$ cat src/hw/acr_pkg.sv
package acr_pkg;

   // Register indices on the byte-wide register port
   localparam logic [2:0] ADDR_CTL0   = 3'h0;
   localparam logic [2:0] ADDR_CTL1   = 3'h1;
   localparam logic [2:0] ADDR_CTL2   = 3'h2;
   localparam logic [2:0] ADDR_RES_HI = 3'h3;
   localparam logic [2:0] ADDR_RES_LO = 3'h4;

   // Field positions
   localparam int EN_BIT   = 0;
   localparam int GO_BIT   = 1;
   localparam int PCH_LSB  = 2;
   localparam int NCH_LSB  = 0;
   localparam int NREF_BIT = 3;
   localparam int PREF_LSB = 4;
   localparam int TRIG_LSB = 6;
   localparam int CLK_LSB  = 0;
   localparam int ACQ_LSB  = 3;
   localparam int FMT_BIT  = 7;

   // Reset values
   localparam logic [7:0] CTL0_RESET = 8'h00;
   localparam logic [7:0] CTL1_RESET = 8'h00;
   localparam logic [7:0] CTL2_RESET = 8'h00;

   // Conversion clock codes that pick the internal RC clock
   localparam logic [1:0] CLK_RC_LOW = 2'h3;

   // One instruction cycle of four oscillator periods at 125 MHz
   localparam int CLK_NS         = 8;
   localparam int TCY_NS         = 32;
   localparam int RC_WAIT_CYCLES = (TCY_NS + CLK_NS - 1) / CLK_NS;

   typedef enum logic [1:0] {
      st_idle, st_rc_wait, st_acquire, st_convert
   } acr_state_t;

   // Settings and timing handed to the converter core
   typedef struct packed {
      logic       enable;
      logic [4:0] positive_channel_select;
      logic [2:0] negative_channel_select;
      logic [1:0] positive_reference_select;
      logic       negative_reference_select;
      logic [1:0] special_trigger_select;
      logic       acquiring;
      logic       converting;
      logic       tad_tick;
   } acr_core_ctl_t;

   // Answer from the converter core
   typedef struct packed {
      logic        done;
      logic [11:0] magnitude;
      logic        negative;
   } acr_core_res_t;

   // Acquisition length in converter clock periods
   function automatic logic [4:0] acr_acq_periods(input logic [2:0] code);
      case (code)
         3'h0: acr_acq_periods = 5'h00;
         3'h1: acr_acq_periods = 5'h02;
         3'h2: acr_acq_periods = 5'h04;
         3'h3: acr_acq_periods = 5'h06;
         3'h4: acr_acq_periods = 5'h08;
         3'h5: acr_acq_periods = 5'h0c;
         3'h6: acr_acq_periods = 5'h10;
         default: acr_acq_periods = 5'h14;
      endcase
   endfunction

   // Last count of the system clock divider: ratio minus one
   function automatic logic [5:0] acr_div_last(input logic [2:0] code);
      case (code)
         3'h0: acr_div_last = 6'h01;
         3'h1: acr_div_last = 6'h07;
         3'h2: acr_div_last = 6'h1f;
         3'h4: acr_div_last = 6'h03;
         3'h5: acr_div_last = 6'h0f;
         3'h6: acr_div_last = 6'h3f;
         default: acr_div_last = 6'h00;
      endcase
   endfunction

endpackage

$ cat src/hw/acr_top.sv
// Decided for this implementation: the register offsets and the strobed register port.
`timescale 1ns/1ns
// Behaviour
// - ctl0 bits 6-2 pick positive channel; 0-23 are external inputs.
// - codes 24-27 reserved; 28 charge unit, 29 temp, 30 core, 31 bandgap.
// - unimplemented channels give whatever the core returns.
// - writing one to ctl0 bit 1 starts; it reads one while busy.
// - hardware clears the busy bit when the conversion ends.
// - ctl0 bit 0 powers the converter; ctl0 bit 7 reads zero.
// - ctl1 bits 7-6 choose the special trigger source.
// - ctl1 bits 5-4 choose the positive reference.
// - ctl1 bit 3 chooses the negative reference.
// - ctl1 bits 2-0 pick negative channel; zero is analog ground.
// - ctl2 bit 7 picks right justified when one; bit 6 reads zero.
// - ctl2 bits 5-3 set acquisition of 0,2,4,6,8,12,16,20 periods.
// - ctl2 bits 2-0 pick clock divide 2,8,32,4,16,64 or RC clock.
// - with the RC clock, wait one instruction cycle before clocking.
// - each finished conversion loads result and sign into the pair.
// - result bytes are plain read/write storage while disabled.
// - left format: high holds bits 11-4, low holds 3-0 then sign.
// - right format: high byte holds four sign bits then bits 11-8.
// - every sign bit is one for negative results, zero otherwise.
// - right format: low byte holds result bits 7-0.
// - completion loads the pair, clears busy, pulses the done flag.
// - reset clears control and aborts; result pair is left unset.
// - core converts positive minus negative channel difference.
module acr_top (
   // Clock and reset
   input  wire logic                   clk,
   input  wire logic                   rstn,
   // Register port
   input  wire logic [2:0]             addr,
   input  wire logic [7:0]             wdata,
   input  wire logic                   wr,
   input  wire logic                   rd,
   output logic [7:0]                  rdata,
   // Converter core
   input  wire acr_pkg::acr_core_res_t core_res,
   output acr_pkg::acr_core_ctl_t      core_ctl,
   // Trigger sources, internal RC clock and done flag
   input  wire logic [3:0]             special_trigger,
   input  wire logic                   rc_clock_tick,
   output logic                        conversion_done_flag
);

   logic                rst_meta;
   logic                rst_sync;
   logic [7:0]          ctl0;
   logic [7:0]          ctl1;
   logic [7:0]          ctl2;
   logic [7:0]          result_high_byte;
   logic [7:0]          result_low_byte;
   acr_pkg::acr_state_t state;
   logic [4:0]          acq_left;
   logic [2:0]          rc_cnt;
   logic [5:0]          div_cnt;
   logic                tad_tick;
   logic                wr_ctl0;
   logic                next_enable;
   logic                start_req;
   logic                use_rc;
   logic                busy;
   logic                finish;
   logic [15:0]         next_pair;

   always_ff @(posedge clk or negedge rstn) begin
      if (!rstn) begin
         rst_meta <= 1'b0;
         rst_sync <= 1'b0;
      end else begin
         rst_meta <= 1'b1;
         rst_sync <= rst_meta;
      end
   end

   assign wr_ctl0     = wr && (addr == acr_pkg::ADDR_CTL0);
   assign next_enable = wr_ctl0 ? wdata[acr_pkg::EN_BIT]
                                : ctl0[acr_pkg::EN_BIT];
   assign use_rc      = (ctl2[acr_pkg::CLK_LSB +: 2] == acr_pkg::CLK_RC_LOW);
   assign busy        = (state != acr_pkg::st_idle);
   // Busy wins over a go write and the trigger, so a start is one-shot
   assign start_req   = next_enable && !busy &&
                        ((wr_ctl0 && wdata[acr_pkg::GO_BIT]) ||
                         special_trigger[ctl1[acr_pkg::TRIG_LSB +: 2]]);
   assign finish      = (state == acr_pkg::st_convert) && core_res.done &&
                        next_enable;

   // Sign copies fill the four spare bits of the pair
   always_comb begin
      if (ctl2[acr_pkg::FMT_BIT])
         next_pair = {{4{core_res.negative}}, core_res.magnitude};
      else
         next_pair = {core_res.magnitude, {4{core_res.negative}}};
   end

   // Control registers; busy bit lives in the sequencer state
   always_ff @(posedge clk or negedge rst_sync) begin
      if (!rst_sync) begin
         ctl0 <= acr_pkg::CTL0_RESET;
         ctl1 <= acr_pkg::CTL1_RESET;
         ctl2 <= acr_pkg::CTL2_RESET;
      end else if (wr) begin
         case (addr)
            acr_pkg::ADDR_CTL0: ctl0 <= {1'b0, wdata[6:2], 1'b0, wdata[0]};
            acr_pkg::ADDR_CTL1: ctl1 <= wdata;
            acr_pkg::ADDR_CTL2: ctl2 <= {wdata[7], 1'b0, wdata[5:0]};
            default: ;
         endcase
      end
   end

   // No reset: the pair keeps whatever it holds across reset
   always_ff @(posedge clk) begin
      if (finish) begin
         result_high_byte <= next_pair[15:8];
         result_low_byte  <= next_pair[7:0];
      end else if (wr && addr == acr_pkg::ADDR_RES_HI) begin
         result_high_byte <= wdata;
      end else if (wr && addr == acr_pkg::ADDR_RES_LO) begin
         result_low_byte <= wdata;
      end
   end

   // Converter clock: divided system clock or the RC tick
   always_ff @(posedge clk or negedge rst_sync) begin
      if (!rst_sync) begin
         div_cnt  <= 6'h00;
         tad_tick <= 1'b0;
      end else if (!busy || state == acr_pkg::st_rc_wait) begin
         div_cnt  <= 6'h00;
         tad_tick <= 1'b0;
      end else if (use_rc) begin
         div_cnt  <= 6'h00;
         tad_tick <= rc_clock_tick;
      end else if (div_cnt >=
                   acr_pkg::acr_div_last(ctl2[acr_pkg::CLK_LSB +: 3])) begin
         div_cnt  <= 6'h00;
         tad_tick <= 1'b1;
      end else begin
         div_cnt  <= div_cnt + 6'h01;
         tad_tick <= 1'b0;
      end
   end

   // Sequencer
   always_ff @(posedge clk or negedge rst_sync) begin
      if (!rst_sync) begin
         state    <= acr_pkg::st_idle;
         acq_left <= 5'h00;
         rc_cnt   <= 3'h0;
      end else if (!next_enable) begin
         state    <= acr_pkg::st_idle;
         acq_left <= 5'h00;
         rc_cnt   <= 3'h0;
      end else begin
         unique case (state)
            acr_pkg::st_idle: begin
               if (start_req) begin
                  state    <= use_rc ? acr_pkg::st_rc_wait
                                     : acr_pkg::st_acquire;
                  acq_left <= acr_pkg::acr_acq_periods(
                                 ctl2[acr_pkg::ACQ_LSB +: 3]);
                  rc_cnt   <= 3'h0;
               end
            end
            acr_pkg::st_rc_wait: begin
               rc_cnt <= rc_cnt + 3'h1;
               if (rc_cnt == 3'(acr_pkg::RC_WAIT_CYCLES - 1))
                  state <= acr_pkg::st_acquire;
            end
            acr_pkg::st_acquire: begin
               if (acq_left == 5'h00)
                  state <= acr_pkg::st_convert;
               else if (tad_tick)
                  acq_left <= acq_left - 5'h01;
            end
            acr_pkg::st_convert: begin
               if (core_res.done)
                  state <= acr_pkg::st_idle;
            end
         endcase
      end
   end

   // Settings to the core, registered
   always_ff @(posedge clk or negedge rst_sync) begin
      if (!rst_sync) begin
         core_ctl <= '0;
      end else begin
         core_ctl.enable                    <= ctl0[acr_pkg::EN_BIT];
         core_ctl.positive_channel_select   <=
            ctl0[acr_pkg::PCH_LSB +: 5];
         core_ctl.negative_channel_select   <=
            ctl1[acr_pkg::NCH_LSB +: 3];
         core_ctl.positive_reference_select <=
            ctl1[acr_pkg::PREF_LSB +: 2];
         core_ctl.negative_reference_select <= ctl1[acr_pkg::NREF_BIT];
         core_ctl.special_trigger_select    <= ctl1[acr_pkg::TRIG_LSB +: 2];
         core_ctl.acquiring  <= (state == acr_pkg::st_acquire);
         core_ctl.converting <= (state == acr_pkg::st_convert);
         core_ctl.tad_tick   <= tad_tick;
      end
   end

   always_ff @(posedge clk or negedge rst_sync) begin
      if (!rst_sync)
         conversion_done_flag <= 1'b0;
      else
         conversion_done_flag <= finish;
   end

   // Read data stand in the cycle after the strobe only
   always_ff @(posedge clk or negedge rst_sync) begin
      if (!rst_sync) begin
         rdata <= 8'h00;
      end else if (rd) begin
         case (addr)
            acr_pkg::ADDR_CTL0:
               rdata <= {ctl0[7:2], busy, ctl0[0]};
            acr_pkg::ADDR_CTL1:   rdata <= ctl1;
            acr_pkg::ADDR_CTL2:   rdata <= ctl2;
            acr_pkg::ADDR_RES_HI: rdata <= result_high_byte;
            acr_pkg::ADDR_RES_LO: rdata <= result_low_byte;
            default:              rdata <= 8'h00;
         endcase
      end else begin
         rdata <= 8'h00;
      end
   end

   // Checks
   a_go_reads_busy: assert property (@(posedge clk) disable iff (!rst_sync)
      rd && addr == acr_pkg::ADDR_CTL0 |=> rdata[acr_pkg::GO_BIT] == $past(busy))
      else $error("busy bit does not match sequencer");
   a_start_sets_busy: assert property (@(posedge clk) disable iff (!rst_sync)
      start_req |=> busy)
      else $error("start did not make the block busy");
   a_done_clears_go: assert property (@(posedge clk) disable iff (!rst_sync)
      finish |=> !busy ##0 conversion_done_flag)
      else $error("completion did not clear busy and flag done");
   a_ctl0_top_zero: assert property (@(posedge clk) disable iff (!rst_sync)
      rd && addr == acr_pkg::ADDR_CTL0 |=> !rdata[7])
      else $error("control 0 bit 7 not zero");
   a_ctl2_bit_zero: assert property (@(posedge clk) disable iff (!rst_sync)
      rd && addr == acr_pkg::ADDR_CTL2 |=> !rdata[6])
      else $error("control 2 bit 6 not zero");
   a_disable_aborts: assert property (@(posedge clk) disable iff (!rst_sync)
      busy && !next_enable |=> !busy ##1 !conversion_done_flag)
      else $error("disable did not abort");
   a_zero_acq_fast: assert property (@(posedge clk) disable iff (!rst_sync)
      state == acr_pkg::st_acquire && acq_left == 5'h00 && next_enable
      |=> state == acr_pkg::st_convert)
      else $error("acquisition did not end at zero");
   a_rc_wait_len: assert property (@(posedge clk)
      disable iff (!rst_sync || !ctl0[acr_pkg::EN_BIT])
      $rose(state == acr_pkg::st_rc_wait) |->
      (state == acr_pkg::st_rc_wait)[*4] ##1 state == acr_pkg::st_acquire)
      else $error("RC start delay is not one instruction cycle");
   a_right_sign: assert property (@(posedge clk) disable iff (!rst_sync)
      finish && ctl2[acr_pkg::FMT_BIT] |=>
      result_high_byte == {{4{$past(core_res.negative)}},
                           $past(core_res.magnitude[11:8])})
      else $error("right justified high byte wrong");
   a_left_sign: assert property (@(posedge clk) disable iff (!rst_sync)
      finish && !ctl2[acr_pkg::FMT_BIT] |=>
      result_low_byte == {$past(core_res.magnitude[3:0]),
                          {4{$past(core_res.negative)}}})
      else $error("left justified low byte wrong");

   // The go bit is never stored; busy comes from the sequencer alone
   a_go_write_clr: assert property (@(posedge clk)
      disable iff (!rst_sync)
      wr_ctl0 |=> !ctl0[acr_pkg::GO_BIT])
      else $error("go bit stored in control 0");

   a_left_high: assert property (@(posedge clk)
      disable iff (!rst_sync)
      finish && !ctl2[acr_pkg::FMT_BIT] |=>
      result_high_byte == $past(core_res.magnitude[11:4]))
      else $error("left justified high byte wrong");

   a_right_low: assert property (@(posedge clk)
      disable iff (!rst_sync)
      finish && ctl2[acr_pkg::FMT_BIT] |=>
      result_low_byte == $past(core_res.magnitude[7:0]))
      else $error("right justified low byte wrong");

   a_idle_when_off: assert property (@(posedge clk)
      disable iff (!rst_sync)
      !busy && !next_enable |=> !busy)
      else $error("sequencer left idle while disabled");

   a_acq_loaded: assert property (@(posedge clk)
      disable iff (!rst_sync)
      start_req |=>
      acq_left == acr_pkg::acr_acq_periods(
                     $past(ctl2[acr_pkg::ACQ_LSB +: 3])))
      else $error("acquisition count not loaded from setting");

   // Without a tick the acquisition count must hold
   a_acq_hold: assert property (@(posedge clk)
      disable iff (!rst_sync)
      state == acr_pkg::st_acquire && acq_left != 5'h00 &&
      !tad_tick && next_enable
      |=> state == acr_pkg::st_acquire && $stable(acq_left))
      else $error("acquisition count moved without a tick");

   // Every divide ratio is at least two, so ticks never touch
   a_tad_spacing: assert property (@(posedge clk)
      disable iff (!rst_sync)
      tad_tick && !use_rc && $stable(ctl2) |=> !tad_tick)
      else $error("divided converter clock ticks back to back");

   a_rc_wait_quiet: assert property (@(posedge clk)
      disable iff (!rst_sync)
      state == acr_pkg::st_rc_wait |=> !tad_tick)
      else $error("converter clock ran during the start delay");

   a_flag_from_finish: assert property (@(posedge clk)
      disable iff (!rst_sync)
      conversion_done_flag |-> $past(finish))
      else $error("done flag without a completion");

   a_core_enable: assert property (@(posedge clk)
      disable iff (!rst_sync)
      1'b1 |=> core_ctl.enable == $past(ctl0[acr_pkg::EN_BIT]))
      else $error("core enable does not follow control 0");

   a_core_pos_chan: assert property (@(posedge clk)
      disable iff (!rst_sync)
      1'b1 |=> core_ctl.positive_channel_select ==
               $past(ctl0[acr_pkg::PCH_LSB +: 5]))
      else $error("positive channel not passed to core");

   a_core_neg_chan: assert property (@(posedge clk)
      disable iff (!rst_sync)
      1'b1 |=> core_ctl.negative_channel_select ==
               $past(ctl1[acr_pkg::NCH_LSB +: 3]))
      else $error("negative channel not passed to core");

   a_core_pos_ref: assert property (@(posedge clk)
      disable iff (!rst_sync)
      1'b1 |=> core_ctl.positive_reference_select ==
               $past(ctl1[acr_pkg::PREF_LSB +: 2]))
      else $error("positive reference not passed to core");

   a_core_neg_ref: assert property (@(posedge clk)
      disable iff (!rst_sync)
      1'b1 |=> core_ctl.negative_reference_select ==
               $past(ctl1[acr_pkg::NREF_BIT]))
      else $error("negative reference not passed to core");

   a_core_trig_sel: assert property (@(posedge clk)
      disable iff (!rst_sync)
      1'b1 |=> core_ctl.special_trigger_select ==
               $past(ctl1[acr_pkg::TRIG_LSB +: 2]))
      else $error("trigger select not passed to core");

   // Coverage of the main scenarios

   c_conv_done: cover property (@(posedge clk) conversion_done_flag);
   c_rc_path: cover property (@(posedge clk)
      state == acr_pkg::st_rc_wait ##[1:300] conversion_done_flag);
   c_abort: cover property (@(posedge clk) busy && !next_enable);
   c_trigger: cover property (@(posedge clk)
      start_req && !wr_ctl0);

endmodule

$ cat config.mk
export PLATFORM = sky130hd
export DESIGN_NAME = acr_top
export DESIGN_NICKNAME = d
export VERILOG_FILES = /design/src/hw/acr_pkg.sv /design/src/hw/acr_top.sv
export SDC_FILE = /design/constraint.sdc
export NUM_CORES = 1
export LEC_CHECK = 0
export BUFFER_PORTS_ARGS = -buffer_cell sky130_fd_sc_hd__buf_2
export CAP_MARGIN = 20
export CORE_ASPECT_RATIO = 0.5
export CORE_MARGIN = 1.5
export CORE_UTILIZATION = 40
export CTS_BUF_LIST = sky130_fd_sc_hd__clkbuf_4 sky130_fd_sc_hd__clkbuf_8 sky130_fd_sc_hd__clkbuf_16
export DETAILED_ROUTE_END_ITERATION = 16
export PLACE_DENSITY = 0.7
export SETUP_SLACK_MARGIN = 0.05
export SKIP_CTS_REPAIR_TIMING = 1
export SLEW_MARGIN = 15
export SYNTH_ARGS = -nofsm -noshare
export SYNTH_HDL_FRONTEND = slang
export SYNTH_SLANG_ARGS = --single-unit
$ cat constraint.sdc
create_clock -name clk -period 2.7 [get_ports clk]
set_input_delay 0.135 -clock clk [delete_from_list [all_inputs] [get_ports clk]]
set_output_delay 0.135 -clock clk [all_outputs]
set_load 0.02 [all_outputs]
# Word level (Yosys, flattened, before mapping)
# Index checks and enable logic that the tools add are counted.
# word_totals
n_memories	0
wordCells	119
regBits	82
ram_bits	0
inputBits	34
rom_bits	0
latch_bits	0
# classes
n_addsub	3
n_reduce_logical	26
magnitude_cmp	2
n_mux	36
div	0
bitwise	0
multipliers	0
shifts	0
eq_ne	29
# op_table
cell	n
$mux 8	6
$pmux 8 s5	1
$pmux 6 s6	1
$pmux 5 s7	1
$mux 6	5
$eq 3x3->1 const B	7
$mux 5	4
$eq 3x2->1 const B	6
$mux 16	1
$ne 3x3->1 const B	5
$mux 2	6
$pmux 5 s2	1
$reduce_and 2->1	5
$eq 3x1->1 const B	3
$logic_not 3->1	3
$logic_and 1x1->1	8
$pmux 2 s4	1
$reduce_and 4->1	2
$add 6x1->6 const B	1
$eq 2x2->1 const B	3
$ge 6x6->1	1
$mux 3	2
$ne 3x1->1 const B	2
$pmux 3 s2	1
13 further kinds	20

# Logic depth before layout (Yosys ltp)
# logic_depth
word_depth	8
mapped_depth	8

# Least setup slack after synthesis
# No wires, ideal clock.
# synth_path
kind	in2reg
start	input addr[1]
end	register result_low_byte[0] (enable)
setup_ps	275
t_arrival_ps	1842
setup_slack_ps	583
required_ps	2425
stages	6
path_cell_list	buf_2 -> nor4b_4 -> mux2i_1 -> nor2_4 -> buf_4 -> a21o_1
# synth_via
elab_chain_cells	6
elab_cells_between_ends	11
# synth_rtl
item	line_no	source
start, declared	acr_top.sv:32	input wire logic [2:0] addr,
$logic_not 3->1 (*)	acr_top.sv:76	assign wr_ctl0 = wr && (addr == acr_pkg::ADDR_CTL0);
$logic_and 1x1->1 (*)	acr_top.sv:76	
$mux 1 (*)	acr_top.sv:77	assign next_enable = wr_ctl0 ? wdata[acr_pkg::EN_BIT]
$logic_and 1x1->1 (*)	acr_top.sv:85	assign finish = (state == acr_pkg::st_convert) && core_res.done &&
net finish	acr_top.sv:63	logic finish;
$ne 2x2->1 (no source line) / $reduce_bool 2->1 (equally long branches)	--	
$reduce_and 2->1 (no source line) (*)	--	
end signal, assigned	acr_top.sv:116	result_low_byte <= next_pair[7:0];
end signal, assigned	acr_top.sv:120	result_low_byte <= wdata;
end, declared	acr_top.sv:52	logic [7:0] result_low_byte;
# The timed path passes the listed nets; every way through them passes the cells marked *.
# A chain may end at the register's enable or synchronous reset.

# Worst setup path after layout
# layout_path
start	register ctl2[1]
end	register div_cnt[3]
# layout_via
elab_chain_cells	8
elab_cells_between_ends	14
# layout_rtl
item	line_no	source
start, declared	acr_top.sv:50	logic [7:0] ctl2;
start signal, assigned	acr_top.sv:101	ctl2 <= acr_pkg::CTL2_RESET;
start signal, assigned	acr_top.sv:106	acr_pkg::ADDR_CTL2: ctl2 <= {wdata[7], 1'b0, wdata[5:0]};
$eq 3x3->1 (tied with other cells)	acr_pkg.sv:75	case (code)
$pmux 6 s6	acr_pkg.sv:75	
$mux 6	acr_top.sv:132	end else if (use_rc) begin
$mux 6	acr_top.sv:129	end else if (!busy || state == acr_pkg::st_rc_wait) begin
$ge 6x6->1	acr_top.sv:135	end else if (div_cnt >=
$mux 6	acr_top.sv:135	
$mux 6 (*)	acr_top.sv:132	
$mux 6 (*)	acr_top.sv:129	
end signal, assigned	acr_top.sv:140	div_cnt <= div_cnt + 6'h01;
end, declared	acr_top.sv:56	logic [5:0] div_cnt;
# Mark *: on every way between the ends. The rest lies on a longest branch, timed or not. The select of a mux whose other input is x is not followed.

==> run_results.csv <==
group,metric,value,unit
synth,seq_area_frac_synth,0.5578,
routing,wl,8.282,mm
cts,clk_path_buf_depth,2,
routing,dr.pass1.iters,7,
cts,htreeDepth,3,
finish,drive_gt1_frac,0.2850,
synth,synth_top_area_frac,0.4321,
global_routing,grt_usage,0.1794,
synth,ys_warn_count,0,
critical_path,cpLargestDelayFamily,"compound AO/OA/AOI/OAI gates",
place,numPortBuffers,59,
critical_path,cp-start-kind,"register",
floorplan,coreArea,8979,µm²
routing,drc,0,
power,leakage,0.002122,µW
routing,viasPerCell,5.279,
synth,synth_area_leader_cell,"dfrtp_1",
finish,syn_to_final_growth,20.39,%
critical_path,end_kind,"register",
power,power.internal,2661,µW
cts,cts_root_buffer,"clkbuf_16",
finish,ff_latch_area,2133,µm²
power,p_sw,1173,µW
floorplan,fp.dieW,141.2,µm
power,finalPower,3834,µW
synth,postSynthCellCount,335,
synth,ys_ff_latch,82,
power,p_seq_frac,0.420,
place,hpwlAfterDp,6.067,mm
global_routing,grt_first_pass_wirelength,13.81,mm
critical_path,cp_max_fo,8,
routing,drt_iter0_drc,252,
timing,worst_slew_pin_slew,0.6963,ns
routing,antenna_left,0,
critical_path,cpPeakStageDelay,0.46,ns
cts,cts_tree,"built",
cts,cts.clk_slew.worst_paths,0.06,ns
finish,final_core_util,0.5125,
timing,rsz0062_at_grt,"no",
timing,finalSetupViolations,0,
critical_path,path_buf_inv,2,
finish,final_common_cell,"dfrtp_1",
global_routing,grt_max_degree,29,
synth,ys_types,45,
finish,diodes,0,
timing,fin_crit,2.099,ns
critical_path,rrSetupSlack,0.60,ns
routing,wl_per_cell,15.81,µm
power,power_density,833.1,nW/µm²
critical_path,worst_ep_required_time,2.97,ns
timing,fin_crit_sh,0.7773,
power,peakVddDrop,0.4303,mV
timing,slew_viol_final,0,
synth,ys_top_cells_by_area,"dfrtp_1 43%, edfxtp_1 13%, mux2_2 6.5%, ha_1 4.9%, mux2i_1 4.7%",
finish,fin_nets,451,
synth,syn_area,3822,µm²
timing,setup_tns,0,ns
floorplan,start_util,0.4257,
cts,clock_latency,0.34,ns
power,power.share.clock,0.336,
finish,multi_input_area,1575,µm²
flow_run,maxCapViolations,0,
floorplan,row_count,24,
timing,fmax,476.5,MHz
synth,synth_ff_type,"dfrtp_1",
routing,vias,2766,
finish,final.fill_count,777,
synth,synth_fp_nets,384,
synth,synth_edf_count,16,
cts,cts_buffers,9,
floorplan,dieArea,10190,µm²
timing,finClkSkew,0.004762,ns
place,place_congestion,0.7838,
cts,clock-sinks,82,
critical_path,crit_path_top_delay_cell,"dfrtp_1",
hold_path,hold_path_class,"in -> reg",
critical_path,critical_path_class,"reg -> reg",
floorplan,die_h,72.13,µm
critical_path,crit_path_frequent_cell,"inv_1",
finish,final_cell_mix,"65 x dfrtp_1, 59 x buf_2, 36 x nor2_1, 34 x a21oi_1, 22 x mux2_2",
synth,synth.avg_cell_area,11.41,µm²
global_routing,antenna_found_initial,0,
critical_path,cp.arrival,2.36,ns
floorplan,io_pins,60,
global_routing,grt_pass1_vias,2687,
power,p_comb_frac,0.244,
global_routing,overflow,0,
timing,relSlewSlack,0.5322,
synth,async_flop_share,0.8049,
critical_path,cp_cell_sequence,"nor2b_1, inv_1, ha_1, a21o_1, a221o_1, inv_1, o211ai_1, nor2_1",
power,swShare,0.3059,
timing,hold_viol_final,0,
status,status,"finished clean",
[power by group through the flow]
stage,registers (µW),clock network [µW],logic (µW)
2_1_floorplan,1660,0,619
3_3_place_gp,1630,0,909
3_5_place_dp,1630,0,926
4_1_cts,1610,1310,933
5_1_grt,1640,1360,1040
6_report,1610,1290,934
[layer usage]
layer / routed length [µm] / track usage / vias up
met5: 0 / 0 / -
met4: 119 / 0.07292 / 0
met3: 623 / 0.04950 / 10
met2: 3683 / 0.2658 / 91
met1: 3855 / 0.2512 / 1342
li1: - / - / 1323
[cell usage after synthesis, types with 2 or more instances]
master    count
clkbuf_1      8
xor2_1        2
nand2_1      21
a21oi_1      34
a22oi_1       9
o21ai_0      13
ha_1         15
nor2_1       36
and2_1        5
nor2b_1       4
buf_2         2
nor3_1        4
a21o_1        3
xnor2_1       2
a211oi_1      2
dfrtp_1      66
nand2b_1      2
inv_1        16
mux2_2       22
a211oi_2      2
edfxtp_1     16
buf_1         2
nor3b_1       2
nand3_1       9
mux2i_1      18
[flip-flops by register name (all words and copies together) (netlist names), 2 cells and up]
| name | cells |
|---|---|
| ctl0 | 6 |
| ctl2 | 7 |
| acq_left | 5 |
| result_high_byte | 8 |
| rdata | 8 |
| result_low_byte | 8 |
| state | 2 |
| core_ctl | 17 |
| rc_cnt | 3 |
| div_cnt | 6 |
| ctl1 | 8 |
[area by class of cell]
type                       count  share of cell area
sequential                    82              0.4636
clock buffer                  10             0.05057
tap                          117             0.03181
clock inverter                 6             0.01767
timing repair buffer          69             0.08102
inverter                      16             0.01305
multi-input combinational    224              0.3423
[stage by stage]
step | cells | area, µm² | setup slack, ns | hold WS, ns
after floorplan | 335 | 3822 | 0.5828 | -0.1606
after global placement | 507 | 4278 | 0.7199 | -0.07965
after detailed placement | 507 | 4278 | 0.6194 | -0.07978
after CTS | 523 | 4592 | 0.5970 | -0.4408
after global routing | 524 | 4602 | 0.3896 | 0.02661
final | 524 | 4602 | 0.6013 | 0.02978
[path summary, 6_finish.rpt]
check                                    start                      to  cells past startpoint
setup / recovery           ctl2[1]$_DFFE_PN0P_    div_cnt[3]$_DFF_PN0_                      8
hold / removal                              rd      rdata[6]$_DFF_PN0_                      2
setup reg to reg           ctl2[1]$_DFFE_PN0P_    div_cnt[3]$_DFF_PN0_                      8
hold reg to reg             rst_sync$_DFF_PN0_  core_ctl[10]$_DFF_PN0_                      0
max in group asynchronous   rst_sync$_DFF_PN0_     ctl1[3]$_DFFE_PN0P_                      1
min in group asynchronous                 rstn      rst_meta$_DFF_PN0_                      2
[worst reg2reg max path, delay by kind of cell, from the launching register on]
kind,cells,cell delay [ns]
and+or+nand+nor,2,0.45
buffers and inverters,2,0.14
adders and majority gates,1,0.31
DFF,1,0.46
AOI/OAI and AO/OA,3,0.67
[cells by family (layout without fill, tap and decap cells)]
logic type / count (synthesis) / after routing / synth area share
xor gates and xnor gates: 4 / 4 / 0.009167
other: 1 / 1 / 0.0009811
DFF: 82 / 82 / 0.5578
buffers and inverters: 29 / 101 / 0.03012
AOI/OAI and AO/OA: 71 / 71 / 0.1169
muxes: 41 / 41 / 0.1178
adders and majority gates: 15 / 15 / 0.04910
and+or+nand+nor: 92 / 92 / 0.1182
Note: power is estimated with default switching activity, not from simulation.
